$ cat src/touch_qual_pkg.sv
// constants, register map and helpers for the touch event qualifier
// Functional notes
// - each input has its own interrupt enable, all enabled after reset
// - a cleared enable bit n-1 stops touches on input n raising the interrupt
// - repeat disabled: interrupt only on first touch and enabled release
// - repeat enabled, short touch: interrupt on touch and enabled release
// - repeat enabled, held touch: interrupt on touch, then at the repeat rate
// - touch longer than minimum-press setting is press-and-hold; 35 ms steps
// - blocking enable cleared: every touch reported; it resets set
// - blocking: flag up to the limit, keep valid inputs, block others
// - after a release, refill the allowed touches scanning input 1 to 8
// - limit field bits 3..2: 00 one, 01 two, 10 three, 11 four touches
// - touches above the limit set the over-limit status and are blocked
// - pattern detection runs only while its enable bit 7 is set, reset clear
// - pattern threshold is 12.5, 25, 37.5 or 100 percent of touch threshold
// - count mode: inputs over threshold or noisy reach the pattern bit count
// - pattern mode: every selected input over threshold or noisy
// - a pattern event blocks all touches while its condition lasts
// - pattern status clears only by host clear once the condition has gone
// - pattern event always sets status, interrupt only if alert enabled
package touch_qual_pkg;
   localparam int NUM_INPUTS = 8;
   localparam logic [7:0] REG_IRQ_ENABLE = 8'h27;
   localparam logic [7:0] REG_REPEAT_ENABLE = 8'h28;
   localparam logic [7:0] REG_MULTI_TOUCH = 8'h2A;
   localparam logic [7:0] REG_PATTERN_CFG = 8'h2B;
   localparam logic [7:0] RST_IRQ_ENABLE = 8'hFF;
   localparam logic [7:0] RST_REPEAT_ENABLE = 8'hFF;
   localparam logic [7:0] RST_MULTI_TOUCH = 8'h80;
   localparam logic [7:0] RST_PATTERN_CFG = 8'h00;
   localparam logic [7:0] MULTI_TOUCH_MASK = 8'h8C;
   localparam logic [7:0] PATTERN_CFG_MASK = 8'h8F;
   localparam int BLOCK_EN_BIT = 7;
   localparam int LIMIT_LSB = 2;
   localparam int DETECT_EN_BIT = 7;
   localparam int SCALE_LSB = 2;
   localparam int COMPARE_BIT = 1;
   localparam int ALERT_BIT = 0;
   // hold and repeat settings run in these steps
   localparam int STEP_MS = 35;
   localparam int CLK_PERIOD_PS = 8000;
   localparam int PS_PER_MS = 1000000000;
   localparam int MS_CYCLES = PS_PER_MS / CLK_PERIOD_PS;
   localparam int MS_W = 10;

   typedef enum logic [1:0] {
      SCALE_EIGHTH = 2'b00,
      SCALE_QUARTER = 2'b01,
      SCALE_3EIGHTHS = 2'b10,
      SCALE_FULL = 2'b11
   } scale_e;

   function automatic logic [3:0] popcount8(input logic [7:0] v);
      logic [3:0] n;
      n = 4'h0;
      for (int i = 0; i < 8; i++) begin
         n = n + {3'h0, v[i]};
      end
      return n;
   endfunction

   // setting code 0..15 to milliseconds, code 0 is one step
   function automatic logic [MS_W-1:0] step_ms(input logic [3:0] code);
      return MS_W'(({6'h00, code} + 10'h001) * 10'(STEP_MS));
   endfunction
endpackage

$ cat src/hold_timer.sv
// per-input press-and-hold timer emitting repeat pulses
`timescale 1ns/100ps
module hold_timer (
   // clock and reset
   input wire logic ref_clk,
   input wire logic rst,
   // timing
   input wire logic ms_tick,
   input wire logic [touch_qual_pkg::MS_W-1:0] press_ms,
   input wire logic [touch_qual_pkg::MS_W-1:0] repeat_ms,
   // input state
   input wire logic touched,
   input wire logic repeat_en,
   output logic repeat_pulse
);
   typedef enum logic [1:0] {IDLE = 2'b00, PRESS = 2'b01, HOLD = 2'b11} hold_e;
   hold_e state;
   logic [touch_qual_pkg::MS_W-1:0] elapsed;

   always_ff @(posedge ref_clk) begin
      if (rst || !touched) begin
         state <= IDLE;
         elapsed <= '0;
         repeat_pulse <= 1'b0;
      end else begin
         repeat_pulse <= 1'b0;
         unique case (state)
            IDLE: begin
               state <= PRESS;
               elapsed <= '0;
            end
            PRESS: begin
               if (ms_tick) begin
                  // strictly longer than the setting counts as a hold
                  if (elapsed > press_ms) begin
                     state <= HOLD;
                     elapsed <= '0;
                     repeat_pulse <= repeat_en;
                  end else begin
                     elapsed <= elapsed + 1'b1;
                  end
               end
            end
            HOLD: begin
               if (ms_tick) begin
                  if (elapsed + 1'b1 >= repeat_ms) begin
                     elapsed <= '0;
                     repeat_pulse <= repeat_en;
                  end else begin
                     elapsed <= elapsed + 1'b1;
                  end
               end
            end
            default: begin
               state <= IDLE;
            end
         endcase
      end
   end
endmodule // hold_timer

$ cat src/touch_event_qualifier.sv
// touch qualification, multi-touch blocking, pattern detection and interrupt
`timescale 1ns/100ps
module touch_event_qualifier #(
   parameter int MS_CYCLES = touch_qual_pkg::MS_CYCLES
) (
   // clock and reset
   input wire logic ref_clk,
   input wire logic rst,
   // register port
   input wire logic [7:0] reg_addr,
   input wire logic reg_wr,
   input wire logic [7:0] reg_wdata,
   output logic [7:0] reg_rdata,
   // settings held elsewhere in the device
   input wire logic [3:0] min_press_code,
   input wire logic [3:0] repeat_rate_code,
   input wire logic [7:0] release_irq_enable,
   input wire logic [7:0] pattern_mask,
   input wire logic [6:0] touch_threshold,
   // host writes zero to the general interrupt bit
   input wire logic int_clear,
   // measurement results, one poll cycle per poll_tick
   input wire logic poll_tick,
   input wire logic [7:0] touch_raw,
   input wire logic [63:0] delta_counts,
   input wire logic [7:0] noise_flag,
   // status and interrupt
   output logic [7:0] touch_status,
   output logic [7:0] flagged,
   output logic over_limit_status,
   output logic pattern_event_status,
   output logic [6:0] pattern_threshold,
   output logic irq_n
);
   localparam int TW = $clog2(MS_CYCLES);

   logic [7:0] touch_irq_enable;
   logic [7:0] repeat_rate_enable;
   logic [7:0] multi_touch_config;
   logic [7:0] touch_pattern_config;
   logic [TW-1:0] ms_count;
   logic ms_tick;
   logic pattern_active;
   logic irq_pending;
   logic [7:0] prev_flagged;
   logic [7:0] repeat_pulse;
   logic [7:0] above;
   logic pattern_cond;
   logic [7:0] next_flagged;
   logic [2:0] limit;
   logic [7:0] touch_evt;
   logic [7:0] release_evt;
   logic [7:0] irq_evt;
   logic pattern_rise;
   logic any_event;
   // how long input 1 has stayed flagged, for the hold check
   logic [touch_qual_pkg::MS_W-1:0] held_ms;

   // fill the allowed slots in scan order, input 1 first
   function automatic logic [7:0] fill_slots(input logic [7:0] base, input logic [7:0] cand,
                                             input logic [2:0] lim);
      logic [7:0] r;
      logic [3:0] n;
      r = base;
      n = touch_qual_pkg::popcount8(base);
      for (int i = 0; i < 8; i++) begin
         if (cand[i] && !r[i] && n < {1'b0, lim}) begin
            r[i] = 1'b1;
            n = n + 4'h1;
         end
      end
      return r;
   endfunction

   // register writes
   always_ff @(posedge ref_clk) begin
      if (rst) begin
         touch_irq_enable <= touch_qual_pkg::RST_IRQ_ENABLE;
         repeat_rate_enable <= touch_qual_pkg::RST_REPEAT_ENABLE;
         multi_touch_config <= touch_qual_pkg::RST_MULTI_TOUCH;
         touch_pattern_config <= touch_qual_pkg::RST_PATTERN_CFG;
      end else if (reg_wr) begin
         unique case (reg_addr)
            touch_qual_pkg::REG_IRQ_ENABLE: touch_irq_enable <= reg_wdata;
            touch_qual_pkg::REG_REPEAT_ENABLE: repeat_rate_enable <= reg_wdata;
            touch_qual_pkg::REG_MULTI_TOUCH:
               multi_touch_config <= reg_wdata & touch_qual_pkg::MULTI_TOUCH_MASK;
            touch_qual_pkg::REG_PATTERN_CFG:
               touch_pattern_config <= reg_wdata & touch_qual_pkg::PATTERN_CFG_MASK;
            default: ;
         endcase
      end
   end

   // register reads, unmapped addresses read zero
   always_ff @(posedge ref_clk) begin
      if (rst) begin
         reg_rdata <= 8'h00;
      end else begin
         unique case (reg_addr)
            touch_qual_pkg::REG_IRQ_ENABLE: reg_rdata <= touch_irq_enable;
            touch_qual_pkg::REG_REPEAT_ENABLE: reg_rdata <= repeat_rate_enable;
            touch_qual_pkg::REG_MULTI_TOUCH: reg_rdata <= multi_touch_config;
            touch_qual_pkg::REG_PATTERN_CFG: reg_rdata <= touch_pattern_config;
            default: reg_rdata <= 8'h00;
         endcase
      end
   end

   // millisecond timebase for hold and repeat timing
   always_ff @(posedge ref_clk) begin
      if (rst || ms_count == TW'(MS_CYCLES - 1)) begin
         ms_count <= '0;
      end else begin
         ms_count <= ms_count + 1'b1;
      end
   end
   assign ms_tick = (ms_count == TW'(MS_CYCLES - 1));

   // pattern threshold scaling
   always_ff @(posedge ref_clk) begin
      if (rst) begin
         pattern_threshold <= 7'h00;
      end else begin
         unique case (touch_pattern_config[touch_qual_pkg::SCALE_LSB +: 2])
            touch_qual_pkg::SCALE_EIGHTH: pattern_threshold <= touch_threshold >> 3;
            touch_qual_pkg::SCALE_QUARTER: pattern_threshold <= touch_threshold >> 2;
            touch_qual_pkg::SCALE_3EIGHTHS:
               pattern_threshold <= (touch_threshold >> 2) + (touch_threshold >> 3);
            touch_qual_pkg::SCALE_FULL: pattern_threshold <= touch_threshold;
         endcase
      end
   end

   // inputs above the pattern threshold or flagged noisy
   for (genvar g = 0; g < 8; g++) begin : g_above
      assign above[g] = (delta_counts[g*8 +: 8] > {1'b0, pattern_threshold}) || noise_flag[g];
   end

   // an empty mask never matches
   always_comb begin
      pattern_cond = 1'b0;
      if (touch_pattern_config[touch_qual_pkg::DETECT_EN_BIT] && pattern_mask != 8'h00) begin
         if (touch_pattern_config[touch_qual_pkg::COMPARE_BIT]) begin
            pattern_cond = ((above & pattern_mask) == pattern_mask);
         end else begin
            pattern_cond = touch_qual_pkg::popcount8(above) >=
                           touch_qual_pkg::popcount8(pattern_mask);
         end
      end
   end

   // touch blocking
   assign limit = {1'b0, multi_touch_config[touch_qual_pkg::LIMIT_LSB +: 2]} + 3'h1;
   always_comb begin
      next_flagged = touch_raw;
      if (pattern_cond) begin
         next_flagged = 8'h00;
      end else if (multi_touch_config[touch_qual_pkg::BLOCK_EN_BIT]) begin
         // a released valid pad, or a limit lowered below the kept pads, reopens the selection
         if ((flagged & ~touch_raw) != 8'h00 ||
             touch_qual_pkg::popcount8(flagged) > {1'b0, limit}) begin
            next_flagged = fill_slots(8'h00, touch_raw, limit);
         end else begin
            next_flagged = fill_slots(flagged & touch_raw, touch_raw, limit);
         end
      end
   end

   always_ff @(posedge ref_clk) begin
      if (rst) begin
         flagged <= 8'h00;
         pattern_active <= 1'b0;
      end else if (poll_tick) begin
         flagged <= next_flagged;
         pattern_active <= pattern_cond;
      end
   end

   always_ff @(posedge ref_clk) begin
      if (rst) begin
         prev_flagged <= 8'h00;
      end else begin
         prev_flagged <= flagged;
      end
   end

   for (genvar g = 0; g < 8; g++) begin : g_hold
      hold_timer u_hold (
         .ref_clk(ref_clk),
         .rst(rst),
         .ms_tick(ms_tick),
         .press_ms(touch_qual_pkg::step_ms(min_press_code)),
         .repeat_ms(touch_qual_pkg::step_ms(repeat_rate_code)),
         .touched(flagged[g]),
         .repeat_en(repeat_rate_enable[g]),
         .repeat_pulse(repeat_pulse[g])
      );
   end

   // events: first touch, enabled release and repeats
   assign touch_evt = flagged & ~prev_flagged;
   assign release_evt = prev_flagged & ~flagged & release_irq_enable;
   assign irq_evt = (touch_evt | release_evt | repeat_pulse) & touch_irq_enable;
   assign pattern_rise = poll_tick && pattern_cond && !pattern_active;
   assign any_event = (irq_evt != 8'h00) ||
                      (pattern_rise && touch_pattern_config[touch_qual_pkg::ALERT_BIT]);

   // sticky status, a set in the clear cycle wins
   always_ff @(posedge ref_clk) begin
      if (rst) begin
         touch_status <= 8'h00;
         over_limit_status <= 1'b0;
         irq_pending <= 1'b0;
         irq_n <= 1'b1;
      end else begin
         touch_status <= (int_clear ? 8'h00 : touch_status) | touch_evt;
         if (poll_tick && multi_touch_config[touch_qual_pkg::BLOCK_EN_BIT] &&
             touch_qual_pkg::popcount8(touch_raw) > {1'b0, limit}) begin
            over_limit_status <= 1'b1;
         end else if (int_clear) begin
            over_limit_status <= 1'b0;
         end
         irq_pending <= any_event || (irq_pending && !int_clear);
         irq_n <= !(any_event || (irq_pending && !int_clear));
      end
   end

   // pattern status survives a clear while the condition holds
   always_ff @(posedge ref_clk) begin
      if (rst) begin
         pattern_event_status <= 1'b0;
      end else if (poll_tick && pattern_cond) begin
         pattern_event_status <= 1'b1;
      end else if (int_clear && !pattern_active && !pattern_cond) begin
         pattern_event_status <= 1'b0;
      end
   end

   // ms ticks input 1 has stayed flagged, saturating so long holds never wrap
   always_ff @(posedge ref_clk) begin
      if (rst || !flagged[0]) begin
         held_ms <= '0;
      end else if (ms_tick && held_ms != '1) begin
         held_ms <= held_ms + 1'b1;
      end
   end
endmodule // touch_event_qualifier

$ cat config.mk
export PLATFORM = sky130hd
export DESIGN_NAME = touch_event_qualifier
export DESIGN_NICKNAME = d
export VERILOG_FILES = /design/src/touch_qual_pkg.sv /design/src/hold_timer.sv /design/src/touch_event_qualifier.sv
export SDC_FILE = /design/constraint.sdc
export NUM_CORES = 1
export LEC_CHECK = 0
export ABC_AREA = 1
export BUFFER_PORTS_ARGS = -buffer_cell sky130_fd_sc_hd__buf_2
export CAP_MARGIN = 20
export CORE_ASPECT_RATIO = 2
export CORE_MARGIN = 4
export CORE_UTILIZATION = 50
export CTS_CLUSTER_DIAMETER = 60
export CTS_CLUSTER_SIZE = 14
export DETAILED_ROUTE_END_ITERATION = 10
export PLACE_DENSITY = 0.66
export SLEW_MARGIN = 20
export SYNTH_ARGS = -nofsm -noshare
export SYNTH_HDL_FRONTEND = slang
export SYNTH_SLANG_ARGS = --single-unit
$ cat constraint.sdc
create_clock -name ref_clk -period 30.3 [get_ports ref_clk]
set_input_delay 6.06 -clock ref_clk [delete_from_list [all_inputs] [get_ports ref_clk]]
set_output_delay 6.06 -clock ref_clk [all_outputs]
set_load 0.02 [all_outputs]
# Yosys cells after proc, flatten, opt, wreduce, memory -nomap -nowiden
# Cells that the tools add are included.
# word_totals
reg_bits	189
latchBits	0
ramBits	0
rom_bits	0
out_inout_bits	34
n_memories	0
# classes
n_addsub	61
mul	2
div	0
n_lt_le_gt_ge	43
n_eq_ne	49
n_shift	0
n_mux	188
n_bitwise	21
n_reduce_logical	115
# op_table
cell	n
10-bit 2-to-1 mux	32
10-bit one-hot mux with 3 select lines	8
4-bit 2-to-1 mux	55
10-bit by 1-bit adder with 10-bit output (second input constant)	8
4-bit by 1-bit adder with 4-bit output	20
10-bit >= comparator	8
10-bit > comparator	8
8-bit by 7-bit > comparator with 1-bit output	8
4-bit by 3-bit < comparator with 1-bit output	15
8-bit bitwise AND	7
1-bit 2-to-1 mux	55
4-bit by 1-bit adder with 4-bit output (second input constant)	13
2-bit one-hot mux with 3 select lines	8
3-bit AND reduction	16
1-bit logical AND	33
8-bit by 6-bit == test with 1-bit output (second input constant)	4
2-bit 2-to-1 mux	16
8-bit 2-to-1 mux	4
8-bit one-hot mux with 4 select lines	1
2-bit != test (second input constant)	14
7-bit one-hot mux with 4 select lines	1
8-bit inverter	3
8-bit OR	3
3-bit nonzero test	8
other kinds (24)	131

# Depth between registers and ports, before layout
# Gate-level depths: netlist of the first run.
# depth
word_depth	56
ltp_mapped	70
depth_no_buf	70

# Hierarchy
# A second synthesis of the first run with hierarchy kept.
# unflattened
cells_unflattened	2788
area_unflattened_um2	18899.4
# by_module_without_submodules
mod	instances	cells_per_inst	area_per_inst_um2	seq_area_each_um2
hold_timer	8	200	1278.7	260.2
touch_event_qualifier	1	1188	8669.6	1701.6

# Worst setup path after synthesis of the first run
# Ideal clock, no wire load.
# synth_path
kind	input -> register
start	input port touch_raw[0]
end	register flagged[7]
setup_time_ns	0.112
arrival_time_ns	15.312
slack_ns	14.876
stages	61
n_path_buf	0
path_cell_list	nand2_1 -> inv_1 -> fa_1 -> fa_1 -> inv_1 -> fa_1 -> inv_1 -> ha_1 -> fa_1 -> xor2_1 -> ha_1 -> nor2_1 -> nand2_1 -> nor2_4 -> nand2_4 -> nor2_8 -> xor2_4 -> inv_2 -> [25 not listed] -> nor3_4 -> nand3_1 -> xor2_1 -> clkinv_1 -> ha_1 -> nor3_2 -> nand2_2 -> mux2_1 -> ha_1 -> nand3_1 -> nand2_1 -> nand2_1 -> nand2_1 -> nand2_1 -> nand2_1 -> nand2_1 -> nand2_1 -> nand2_1
# synth_via
elab_chain_cells	56
# synth_lines
element	line_no	rtl
from (decl)	touch_event_qualifier.sv:24	input wire logic [7:0] touch_raw,
8-bit bitwise AND	touch_event_qualifier.sv:165	next_flagged = fill_slots(flagged & touch_raw, touch_raw, limit);
1-bit by 1-bit adder with 2-bit output	touch_qual_pkg.sv:57	n = n + {3'h0, v[i]};
2-bit by 1-bit adder with 3-bit output	touch_qual_pkg.sv:57	
3-bit by 1-bit adder with 4-bit output	touch_qual_pkg.sv:57	
4-bit by 1-bit adder with 4-bit output (4 in a row)	touch_qual_pkg.sv:57	
4-bit by 3-bit < comparator with 1-bit output	touch_event_qualifier.sv:67	if (cand[i] && !r[i] && n < {1'b0, lim}) begin
1-bit logical AND	touch_event_qualifier.sv:67	
4-bit 2-to-1 mux	touch_event_qualifier.sv:67	
[37 not listed]	-	
4-bit 2-to-1 mux	touch_event_qualifier.sv:159	end else if (multi_touch_config[touch_qual_pkg::BLOCK_EN_BIT]) begin
4-bit 2-to-1 mux	touch_event_qualifier.sv:157	if (pattern_cond) begin
4-bit by 3-bit < comparator with 1-bit output	touch_event_qualifier.sv:67	
1-bit logical AND	touch_event_qualifier.sv:67	
1-bit 2-to-1 mux	touch_event_qualifier.sv:67	
8-bit 2-to-1 mux *	touch_event_qualifier.sv:161	if ((flagged & ~touch_raw) != 8'h00 ||
8-bit 2-to-1 mux *	touch_event_qualifier.sv:159	
8-bit 2-to-1 mux *	touch_event_qualifier.sv:157	
to (signal assigned)	touch_event_qualifier.sv:175	flagged <= next_flagged;
to (decl)	touch_event_qualifier.sv:29	output logic [7:0] flagged,
# Mark *: on every way between the ends. The rest lies on a longest branch, timed or not. The select of a mux whose other input is x is not followed.
# A chain may end at the register's enable or synchronous reset.

# Worst setup path after layout of the first run
# layout_path
start	input port touch_raw[1]
end	register flagged[7]
# The elaborated chain is that of the path after synthesis.

==> summary.md, run 1 <==
| Metric | Value |
|---|---|
| Endpoints failing setup | `0` |
| Setup TNS | `0 ns` |
| Worst setup SP type | `input port` |
| Post-CTS setup buffers | `0` |
| Vias in the first global route | `16570` |
| Max Clk Rate | `62.7 MHz` |
| Least-Margin Pin Slew | `1.01 ns` |
| P_int | `741 µW` |
| Detail Route Antenna Nets | `0` |
| Total power | `1480 µW` |
| Length of the first detailed-routing pass in iterations | `6` |
| Area of the core | `0.0342 mm²` |
| CP arrival | `around 16 ns` |
| Hold path startpoint | `ms_count[0]$_SDFF_PP0_` |
| Clk root buf | `clkbuf_16` |
| Synthesized net count | `2814` |
| Detail Placement HPWL | `40400 µm` |
| Largest cells by area after synthesis | `ha_1, dfxtp_1, nand2_1` |
| Post-synth EDFFs | `0` |
| Switch Pwr | `around 740 µW` |
| CP endpoint kind | `flip-flop` |
| Final Hold Fails | `0` |
| GRT overflow | `0` |
| IO Pins | `between 150 and 200` |
| Worst min path class | `flip-flop to flip-flop` |
| Post-synth top flop | `dfxtp_1` |
| H-Tree Depth | `4` |
| Total wire length | `50800 µm` |
| TritonCTS Buffers | `17` |
| Clk pwr share | `16.4%` |
| Critical-path maximum fanout | `6` |
| Mapped Cells | `between 2000 and 2500` |
| Post-synth top area cell | `ha_1` |
| Yosys warning count | `0` |
| Die ar. | `~0.038 mm²` |
| Gate power share | `65.7%` |
| Initial DRC count | `about 730` |
| Antenna violations before repair | `2` |
| Post-synth top cells | `nand2_1, inv_1, ha_1, a21oi_1, nand3_1` |
| Die X | `139 µm` |
| Worst reg2reg path depth | `62` |
| R2r startpoint | `flagged[1]$_SDFFE_PP0P_` |
| Hold path cells | `1` |
| Worst path required time | `around 30 ns` |
| Yosys top cell area share | `23.5%` |
| TritonCTS clock tree | `built` |
| Cell variety after synth | `65` |
| Vias/cell | `5.59` |
| Vias after detailed routing | `16437` |
| All-Layer GR Usage | `26.6%` |
| Drt drc | `0` |
| Final net count | `2963` |
| Slowest CP cell | `fa_1` |
| Peak VDD IR | `0.000186 V` |
| Largest net degree at the start of global routing | `between 40 and 50` |
| Leak Pwr | `0.00949 µW` |
| Finished Cell Area | `0.0192 mm²` |
| Most used cell, CP | `nand2_1` |
| Sequential group share of total power | `17.9%` |
| WHS Endpoint | `ms_count[0]$_SDFF_PP0_` |
| R2R setup slack | `just under 20 ns` |
| Most numerous cell in the Yosys netlist | `nand2_1` |
| Post-route insts no fill | `2940` |
| Worst R2R End | `flagged[7]$_SDFFE_PP0P_` |
| WS Path Type | `input port to flip-flop` |
| Outcome | `finished clean` |
| PortBufs | `between 150 and 200` |
| Syn Std Cell Area | `~0.017 mm²` |
| Asr flop ratio synth | `0%` |
| Final period util | `52.7%` |
| CP max stage delay | `0.53 ns` |
| Clock Tree Buf Depth | `2` |
| Switching share of power | `49.9%` |
| Max-cap violations | `0` |
| WL/cell | `17.3 µm` |
| Register area share after synthesis | `21.9%` |
| Layout cell share with drive strength beyond 1 | `11.7%` |
| Placed Area | `0.0186 mm²` |
| Period minus WS final | `15.96 ns` |
| Clock Latency Late Sink | `0.46 ns` |
| Final core occ | `56.2%` |
| Die height | `271 µm` |
| Setup Skew | `0.0117 ns` |
| Pwr/cell area | `77.0 mW/mm²` |
| Cts repair resizes | `0` |
| Filler cell count | `3309` |
| FF+latch count, synth | `189` |
| Hold Buf Count CTS | `0` |
| Worst relative slew slack | `32.3%` |
| Placed insts | `2905` |
| Worst-path clk slew | `0.08 ns` |
| CTS Sinks | `189` |
| Area grow syn2layout | `11.3%` |
| Syn avg cell area | `7.40 µm²` |
| First-pass GRT wire length | `81300 µm` |
| RSZ-0062 raised after global routing | `no` |
| Starting Density | `50.4%` |
| RePlAce Congestion | `roughly 0.92` |
| Rows | `96` |
| Final Max Tran Viols | `0` |
==> through the flow <==
step | hold WS (ns) | setup slack (ns)
floorplan | 0.418 | 14.88
global placement | 0.428 | 14.20
detailed placement | 0.443 | 13.86
CTS | 0.455 | 14.33
global route | 0.492 | 13.57
finish | 0.457 | 14.34
==> power by group through the flow <==
stage / sequential, µW / combinational, µW / clock (µW)
6_report: 264 / 973 / 243
5_1_grt: 266 / 1130 / 256
4_1_cts: 264 / 978 / 248
3_5_place_dp: 270 / 971 / 0
3_3_place_gp: 270 / 932 / 0
2_1_floorplan: 273 / 749 / 0
==> flip-flops by register name, indices dropped and copies added (netlist names), 8 cells and up <==
name                        count
g_hold.u_hold.state            16
g_hold.u_hold.elapsed          80
repeat_rate_enable              8
prev_flagged                    8
g_hold.u_hold.repeat_pulse      8
touch_irq_enable                8
flagged                         8
ms_count                       17
touch_status                    8
reg_rdata                       8
==> routing by layer <==
layer	global-route usage (%)	vias to the layer above	wire length [µm]
li1	-	8164	-
met1	26.2	7630	18300
met2	51.6	479	27100
met3	3.93	164	2420
met4	15.6	0	3030
met5	0	-	0
==> kinds of logic (layout without fill, tap and decap cells) <==
kind of cell	after synthesis	count (layout)	synth area share, %
AO/OA/AOI/OAI	471	471	15.9
multiplexers	2	2	0.130
AND/OR/NAND/NOR	815	815	21.6
other	0	3	0
flip-flops	189	189	21.9
adder cells (fa/ha/maj)	348	348	26.2
XOR/XNOR	92	92	4.91
buffers and inverters	417	579	9.30
==> layout by cell type, fill, tap and decap left out, types with 5 or more instances in the layout <==
cell type / n
nand2_1: 371
inv_1: 360
ha_1: 325
a21oi_1: 238
nand3_1: 191
dfxtp_1: 189
buf_2: 165
nor2_1: 132
o21ai_0: 79
xor2_1: 54
xnor2_1: 24
o21bai_1: 23
fa_1: 23
nor3_1: 21
a31oi_1: 18
clkbuf_16: 17
a221oi_1: 16
nand2_2: 15
nand4_1: 14
o21a_1: 14
or2_2: 13
o21ai_1: 11
nor4_1: 11
a21o_1: 10
o22ai_1: 10
buf_4: 10
nand3b_1: 9
inv_2: 8
nor3b_1: 8
a21boi_0: 8
o41ai_1: 8
nand2_4: 7
xor2_2: 7
xnor2_2: 6
o211ai_1: 6
a211oi_1: 5
==> cell type report <==
class | count | area [µm²] | share of cell area [%]
inverter | 372 | 1400 | 7.28
tap | 441 | 552 | 2.87
sequential | 189 | 3780 | 19.7
clock inverter | 15 | 200 | 1.04
timing repair buffer | 175 | 901 | 4.69
clock buffer | 17 | 425 | 2.21
multi-input combinational | 1728 | 12000 | 62.2
antenna | 3 | 7.51 | 0.0391
==> critical path: cells and delay by family <==
| kind | cells | cell delay [ns] |
|---|---|---|
| fa+ha+maj | 13 | 3.94 |
| buf+inv | 9 | 0.74 |
| compound gates | 1 | 0.33 |
| mux | 1 | 0.32 |
| simple gates | 33 | 3.73 |
| xor+xnor | 6 | 1.18 |
==> worst max path at each step <==
| stage | startpoint | end | slack (ns) |
|---|---|---|---|
| global placement | touch_raw[1] | flagged[7]$_SDFFE_PP0P_ | 14.20 |
| floorplan | touch_raw[0] | flagged[7]$_SDFFE_PP0P_ | 14.88 |
| detailed placement | touch_raw[1] | flagged[7]$_SDFFE_PP0P_ | 13.86 |
| CTS | touch_raw[1] | flagged[7]$_SDFFE_PP0P_ | 14.33 |
| global route | touch_raw[1] | flagged[7]$_SDFFE_PP0P_ | 13.57 |
| finish | touch_raw[1] | flagged[7]$_SDFFE_PP0P_ | 14.34 |
Power figures use the tool's default switching activity.
==> run 2: changes to the inputs <==
--- a/config.mk
+++ b/config.mk
@@ -5,7 +5,7 @@
 export SDC_FILE = /design/constraint.sdc
 export NUM_CORES = 1
 export LEC_CHECK = 0
-export ABC_AREA = 1
+export ABC_AREA = 0
 export BUFFER_PORTS_ARGS = -buffer_cell sky130_fd_sc_hd__buf_2
 export CAP_MARGIN = 20
 export CORE_ASPECT_RATIO = 2
@@ -14,7 +14,7 @@
 export CTS_CLUSTER_DIAMETER = 60
 export CTS_CLUSTER_SIZE = 14
 export DETAILED_ROUTE_END_ITERATION = 10
-export PLACE_DENSITY = 0.66
+export PLACE_DENSITY = 0.69
 export SLEW_MARGIN = 20
 export SYNTH_ARGS = -nofsm -noshare
 export SYNTH_HDL_FRONTEND = slang
==> constraint.sdc (replaced) <==
create_clock -name ref_clk -period 14.45 [get_ports ref_clk]
set_input_delay 2.89 -clock ref_clk [delete_from_list [all_inputs] [get_ports ref_clk]]
set_output_delay 2.89 -clock ref_clk [all_outputs]
set_load 0.02 [all_outputs]
==> run 2 against run 1 <==
Net effect: the flow now finishes with violations (setup timing); global-route usage rose by 1.4 points; routed wire length rose by 10%; setup slack got worse by 14 ns; core utilization rose by 3.7 points; die area rose by 3.6%; highest routed layer unchanged.
==> summary.md, run 2 <==
| Metric | Value |
|---|---|
| Final Max Tran Viols | `0 (unchanged)` |
| Syn Std Cell Area | `0.0179 mm² (+3.8%)` |
| Outcome | `complete, but fails checks` |
| Synthesized net count | `2591 (-7.9%)` |
| Area of the core | `0.0352 mm² (+2.8%)` |
| Most flops, register | `g_hold.u_hold.elapsed` |
| Post-route insts no fill | `2821 (-4.0%)` |
| Drt drc | `0 (unchanged)` |
| Final net count | `2842 (-4.1%)` |
| TritonCTS Buffers | `17 (unchanged)` |
| Clock Tree Buf Depth | `2 (unchanged)` |
| Die ar. | `0.0391 mm² (+3.6%)` |
| Syn avg cell area | `8.49 µm² (+15%)` |
| WS Path Type | `input port to flip-flop` |
| Yosys top cell area share | `22.7% (-0.86 points)` |
| Setup Skew | `0.0109 ns (-0.000780 ns)` |
| RSZ-0062 raised after global routing | `yes` |
| Place WS | `-1.08 ns (-14.95 ns)` |
| PortBufs | `165 (unchanged)` |
| Detail Placement HPWL | `44500 µm (+10%)` |
| Post-synth EDFFs | `0 (unchanged)` |
| Antenna violations before repair | `1 (-1)` |
| Worst relative slew slack | `32.7% (+0.36 points)` |
| Most common cell after layout, fill and taps aside | `ha_1` |
| Finished Cell Area | `0.0211 mm² (+9.6%)` |
| Starting Density | `50.9% (+0.47 points)` |
| Asr flop ratio synth | `0% (unchanged)` |
| RePlAce Congestion | `0.906 (-1.2%)` |
| CP endpoint kind | `flip-flop` |
| Worst path required time | `14.85 ns (-15.80 ns)` |
| Violated checks | `setup timing` |
| CTS Sinks | `189 (unchanged)` |
| Post-synth top area cell | `ha_1` |
| Critical-path maximum fanout | `3 (-3)` |
| CP max stage delay | `0.56 ns (+0.03 ns)` |
| CP arrival | `14.99 ns (-1.32 ns)` |
| Worst setup SP type | `input port` |
| Slowest CP cell | `fa_1` |
| Peak VDD IR | `0.000461 V (+150%)` |
| TritonCTS clock tree | `built` |
| Vias/cell | `6.02 (+7.7%)` |
| All-Layer GR Usage | `28.0% (+1.4 points)` |
| Die height | `276 µm (+1.8%)` |
| Clk root buf | `clkbuf_16` |
| Most numerous cell in the Yosys netlist | `ha_1` |
| Post-synth top cells | `ha_1, dfxtp_1, a21oi_1, nand2_1, inv_1` |
| Length of the first detailed-routing pass in iterations | `5 (-1)` |
| GRT overflow | `0 (unchanged)` |
| Placed Area | `0.0201 mm² (+8.1%)` |
| Total wire length | `55900 µm (+10%)` |
| Least-Margin Pin Slew | `1.00 ns (-0.00945 ns)` |
| Hold Buf Count CTS | `0 (unchanged)` |
| Vias after detailed routing | `16988 (+3.4%)` |
| Area grow syn2layout | `17.6%` |
| Rows | `97 (+1.0%)` |
| Yosys warning count | `0 (unchanged)` |
| Final Hold Fails | `0 (unchanged)` |
| Final period util | `101%` |
| Placed insts | `2760 (-5.0%)` |
| Pwr/cell area | `309 mW/mm² (+300%)` |
| Final worst slack | `-0.142 ns (-14.48 ns)` |
| Largest cells by area after synthesis | `ha_1, dfxtp_1, a21o_1` |
| H-Tree Depth | `4 (unchanged)` |
| Max-cap violations | `0 (unchanged)` |
| Largest net degree at the start of global routing | `32 (-32%)` |
| Detail Route Antenna Nets | `0 (unchanged)` |
| IO Pins | `166 (unchanged)` |
| Register area share after synthesis | `21.1% (-0.80 points)` |
| Most used cell, CP | `ha_4` |
| Die X | `142 µm (+1.8%)` |
| Final core occ | `59.9% (+3.7 points)` |
| WL/cell | `19.8 µm (+15%)` |
| Layout cell share with drive strength beyond 1 | `18.4% (+6.7 points)` |
| Max Clk Rate | `68.5 MHz` |
| Leak Pwr | `0.0104 µW (+9.7%)` |
| Worst-path clk slew | `0.08 ns (about the same)` |
| FF+latch count, synth | `189 (unchanged)` |
| Initial DRC count | `944 (+30%)` |
| First-pass GRT wire length | `87300 µm (+7.4%)` |
| Most frequent cells in the layout | `ha_1, dfxtp_1, buf_2` |
| Clock Latency Late Sink | `0.46 ns (about the same)` |
| Period minus WS final | `14.59 ns` |
| Vias in the first global route | `17283 (+4.3%)` |
| Post-synth top flop | `dfxtp_1` |
| Largest regs | `g_hold.u_hold.elapsed x80, ms_count x17, g_hold.u_hold.state x16` |
| Endpoints failing setup | `2 (+2)` |
| Cell variety after synth | `93 (+43%)` |
| Worst min path class | `flip-flop to flip-flop` |
| Max reg flops | `80 (unchanged)` |
| Mapped Cells | `2111 (-9.6%)` |
[run 2: changes by cell type after synthesis, sizes merged, moves of 35 or more]
cell	delta
nand2b	+70
inv	-223
a22oi	+35
and3	+55
nand2	-248
a311oi	+42
nand3	-131
a21o	+102
a21oi	-84
[run 2: worst max-delay path: cells and delay by family]
family,cells,cell delay [ns]
AO/OA/AOI/OAI,19,3.34
XOR/XNOR,4,0.71
adder cells (fa/ha/maj),13,3.97
buffers and inverters,4,0.35
multiplexers,3,0.98
AND/OR/NAND/NOR,15,2.72
[run 2: cell families after synthesis]
kind of cell | after synthesis | synth area share, %
AOI/OAI and AO/OA | 577 | 22.1
xor gates and xnor gates | 121 | 6.21
adders and majority gates | 348 | 25.3
buffers and inverters | 198 | 4.33
DFF | 189 | 21.1
muxes | 31 | 2.09
and+or+nand+nor | 647 | 18.9
[run 2: path summary, 6_finish.rpt]
path                            from  slack, ns  depth (start not counted)                 endpoint
min           ms_count[0]$_SDFF_PP0_       0.47                          1   ms_count[0]$_SDFF_PP0_
min reg2reg   ms_count[0]$_SDFF_PP0_       0.47                          1   ms_count[0]$_SDFF_PP0_
max reg2reg  flagged[0]$_SDFFE_PP0P_       1.80                         57  flagged[7]$_SDFFE_PP0P_
max                     touch_raw[1]      -0.14                         58  flagged[7]$_SDFFE_PP0P_
[run 2: cell type report]
class	instances	area, µm²
fillers	3233	14100
diodes	2	5.00
multi-input cells	1724	13900
clock inverters	13	151
repair buffers	284	1720
well taps	445	557
inverters	146	548
flip-flops and latches	189	3780
clock buffers	18	439
[run 2: routing by layer]
metal / wire [µm] / track usage (%) / vias up
li1: - / - / 8243
met1: 19800 / 27.9 / 8100
met2: 30600 / 55.1 / 488
met3: 2230 / 3.07 / 157
met4: 3310 / 15.5 / 0
met5: 0 / 0 / -
[run 2: stage by stage]
stage / TNS, ns / hold slack [ns] / power, µW
after floorplan: -0.649 / 0.426 / 3340
after global placement: -0.756 / 0.444 / 4910
after detailed placement: -1.08 / 0.454 / 4980
after CTS: -0.217 / 0.473 / 6290
after global routing: -1.02 / 0.507 / 7040
final: -0.225 / 0.466 / 6510
[run 2: repair_timing]
action,CTS,global route
gates resized for setup,18,10
endpoints found under the setup margin,1,2
pin swaps,28,6
setup buffers,24,4
[run 2: power breakdown]
group	internal [µW]	total, µW	switching [µW]
registers	543	569	26.3
logic	2890	5450	2560
clock network	249	482	234
==> run 3: changes to the inputs <==
--- a/config.mk
+++ b/config.mk
@@ -8,13 +8,12 @@
 export ABC_AREA = 0
 export BUFFER_PORTS_ARGS = -buffer_cell sky130_fd_sc_hd__buf_2
 export CAP_MARGIN = 20
-export CORE_ASPECT_RATIO = 2
 export CORE_MARGIN = 4
 export CORE_UTILIZATION = 50
-export CTS_CLUSTER_DIAMETER = 60
+export CTS_CLUSTER_DIAMETER = 40
 export CTS_CLUSTER_SIZE = 14
 export DETAILED_ROUTE_END_ITERATION = 10
-export PLACE_DENSITY = 0.69
+export PLACE_DENSITY = 0.72
 export SLEW_MARGIN = 20
 export SYNTH_ARGS = -nofsm -noshare
 export SYNTH_HDL_FRONTEND = slang
==> run 3 against run 2 <==
Net effect: the run still ends with setup timing left; register-to-register slack lost 0.02 ns; design area is 0.21% lower; setup slack improved by 0.032 ns; routed wire length shrank 5.2%; critical path depth down 1; combinational power fell by 12%.
==> summary.md, run 3 (same netlist as run 2, synthesis figures left out) <==
| Metric | Value |
|---|---|
| WL/cell | `18.7 µm (-5.8%)` |
| Max-cap violations | `0 (unchanged)` |
| H-Tree Depth | `4 (unchanged)` |
| Area of the core | `0.0355 mm² (+0.81%)` |
| Clk root buf | `clkbuf_16` |
| R2R setup slack | `1.78 ns (-0.02 ns)` |
| Most frequent cells in the layout | `ha_1, dfxtp_1, buf_2` |
| Max reg flops | `80 (unchanged)` |
| Final worst slack | `-0.110 ns (+0.0322 ns)` |
| Largest regs | `g_hold.u_hold.elapsed x80, ms_count x17, g_hold.u_hold.state x16` |
| Vias in the first global route | `16636 (-3.7%)` |
| Area grow syn2layout | `17.3%` |
| Vias/cell | `5.91 (-1.8%)` |
| Largest net degree at the start of global routing | `33 (+3.1%)` |
| Initial DRC count | `1057 (+12%)` |
| Period minus WS final | `14.56 ns (-0.0322 ns)` |
| Hold slack | `0.466 ns (+0.000263 ns)` |
| WS Path Type | `input port to flip-flop` |
| Final core occ | `59.3% (-0.61 points)` |
| Die height | `197 µm (-28%)` |
| Final net count | `2845 (+0.11%)` |
| CP max stage delay | `0.57 ns (about the same)` |
| Rows | `69 (-29%)` |
| CP endpoint kind | `flip-flop` |
| Starting Density | `50.5% (-0.41 points)` |
| Final Hold Fails | `0 (unchanged)` |
| Antenna violations before repair | `1 (unchanged)` |
| Leak Pwr | `0.0104 µW (about the same)` |
| Layout cell share with drive strength beyond 1 | `18.0% (-0.48 points)` |
| Least-Margin Pin Slew | `1.10 ns (+0.0985 ns)` |
| First-pass GRT wire length | `84100 µm (-3.7%)` |
| Endpoints failing setup | `1 (-1)` |
| Worst reg2reg path depth | `56 (-1.8%)` |
| Setup Skew | `0.0179 ns (+0.00698 ns)` |
| Most used cell, CP | `ha_4` |
| Worst R2R End | `flagged[7]$_SDFFE_PP0P_` |
| Detail Route Antenna Nets | `0 (unchanged)` |
| CTS Sinks | `189 (unchanged)` |
| Total wire length | `53000 µm (-5.2%)` |
| Most common cell after layout, fill and taps aside | `ha_1` |
| Final period util | `101% (-0.22 points)` |
| Die X | `197 µm (+39%)` |
| Length of the first detailed-routing pass in iterations | `7 (+2)` |
| Critical-path maximum fanout | `3 (unchanged)` |
| Drt drc | `0 (unchanged)` |
| Worst-path clk slew | `0.07 ns (about the same)` |
| Clock Tree Buf Depth | `2 (unchanged)` |
| Hold path cells | `2 (+1)` |
| Worst relative slew slack | `26.1% (-6.6 points)` |
| WHS Endpoint | `touch_status[1]$_SDFF_PP0_` |
| Worst path required time | `14.85 ns (about the same)` |
| Slowest CP cell | `fa_2` |
| Worst setup SP type | `input port` |
| CP arrival | `14.96 ns (-0.03 ns)` |
| Outcome | `complete, but fails checks` |
| Vias after detailed routing | `16783 (-1.2%)` |
| Max Clk Rate | `68.7 MHz (+0.22%)` |
| All-Layer GR Usage | `26.6% (-1.4 points)` |
| Most flops, register | `g_hold.u_hold.elapsed` |
| TritonCTS clock tree | `built` |
| GRT overflow | `0 (unchanged)` |
| Worst min path class | `flip-flop to flip-flop` |
| Final Max Tran Viols | `0 (unchanged)` |
| Clock Latency Late Sink | `0.46 ns (about the same)` |
| Peak VDD IR | `0.000633 V (+37%)` |
| Hold path startpoint | `touch_status[1]$_SDFF_PP0_` |
| IO Pins | `166 (unchanged)` |
| R2r startpoint | `flagged[3]$_SDFFE_PP0P_` |
| Die ar. | `0.0389 mm² (-0.47%)` |
| RePlAce Congestion | `0.930 (+2.7%)` |
| Hold Buf Count CTS | `0 (unchanged)` |
| TritonCTS Buffers | `17 (unchanged)` |
| Detail Placement HPWL | `40600 µm (-8.6%)` |
| RSZ-0062 raised after global routing | `yes` |
| Violated checks | `setup timing` |
| PortBufs | `165 (unchanged)` |
| Pwr/cell area | `278 mW/mm² (-10%)` |
-- run 3: changes by cell type in the layout (fill, tap and decap cells not counted), moves of 2 or more --
cell / delta
xor2_2: -2
buf_4: +2
xnor2_1: +5
clkinvlp_4: -5
xor2_1: +2
nor2_1: +2
clkinv_4: +2
clkinv_2: +2
xnor2_2: -6
inv_6: +2
-- run 3: final cells by class --
cell class,instances,area (µm²)
clock buffer,17,425
clock inverter,13,161
timing repair buffer,287,1740
multi-input combinational,1724,13800
sequential,189,3780
tap,461,577
fill,3131,14500
inverter,146,548
antenna,1,2.50
-- run 3: per-stage QoR --
step / TNS (ns) / cells / cell area [µm²] / worst slack (ns) / power (µW)
floorplan: -0.649 / 2111 / 18200 / -0.649 / 3340
global placement: -0.518 / 2788 / 20100 / -0.518 / 4750
detailed placement: -0.830 / 2788 / 20100 / -0.830 / 4860
CTS: 0 / 2835 / 20900 / 0.000330 / 5660
global route: -0.662 / 2837 / 21000 / -0.662 / 6350
finish: -0.110 / 2838 / 21000 / -0.110 / 5840
-- run 3: power by group --
part / leakage (µW) / internal (µW) / switching [µW]
clock network: 0.000291 / 259 / 231
logic: 0.00859 / 2450 / 2320
registers: 0.00153 / 543 / 27.3
-- run 3: worst max-delay path, delay by kind of cell --
kind	cells	cell delay, ns
multiplexers	4	1.31
AO/OA/AOI/OAI	20	3.62
buffers and inverters	4	0.39
AND/OR/NAND/NOR	13	2.02
adder cells (fa/ha/maj)	13	4.10
XOR/XNOR	3	0.61
-- run 3: what timing repair did --
item / 4_1_cts / 5_1_grt
pin swaps: 29 / 8
resized for setup: 14 / 6
endpoints found under the hold margin: 0 / 0
setup endpoints to repair: 1 / 1
setup buffers: 17 / 2
-- run 3: layer usage --
layer  track usage (%)  part of all wire (%)  vias up
met3              4.11                   5.6      128
met2              46.0                    48      460
met4              10.8                   3.9        2
met5                 0                 0.015        -
li1                  -                     -     8255
met1              33.2                    43     7938
-- run 3: how the worst max path moves through the flow --
stage	slack, ns	cells after the start	endpoint	start
floorplan	-0.65	59	flagged[7]$_SDFFE_PP0P_	touch_raw[3]
global placement	-0.52	57	flagged[7]$_SDFFE_PP0P_	touch_raw[0]
detailed placement	-0.83	60	flagged[7]$_SDFFE_PP0P_	touch_raw[0]
CTS	0.0003	58	flagged[7]$_SDFFE_PP0P_	touch_raw[0]
global route	-0.66	58	flagged[7]$_SDFFE_PP0P_	touch_raw[0]
finish	-0.11	57	flagged[7]$_SDFFE_PP0P_	touch_raw[0]
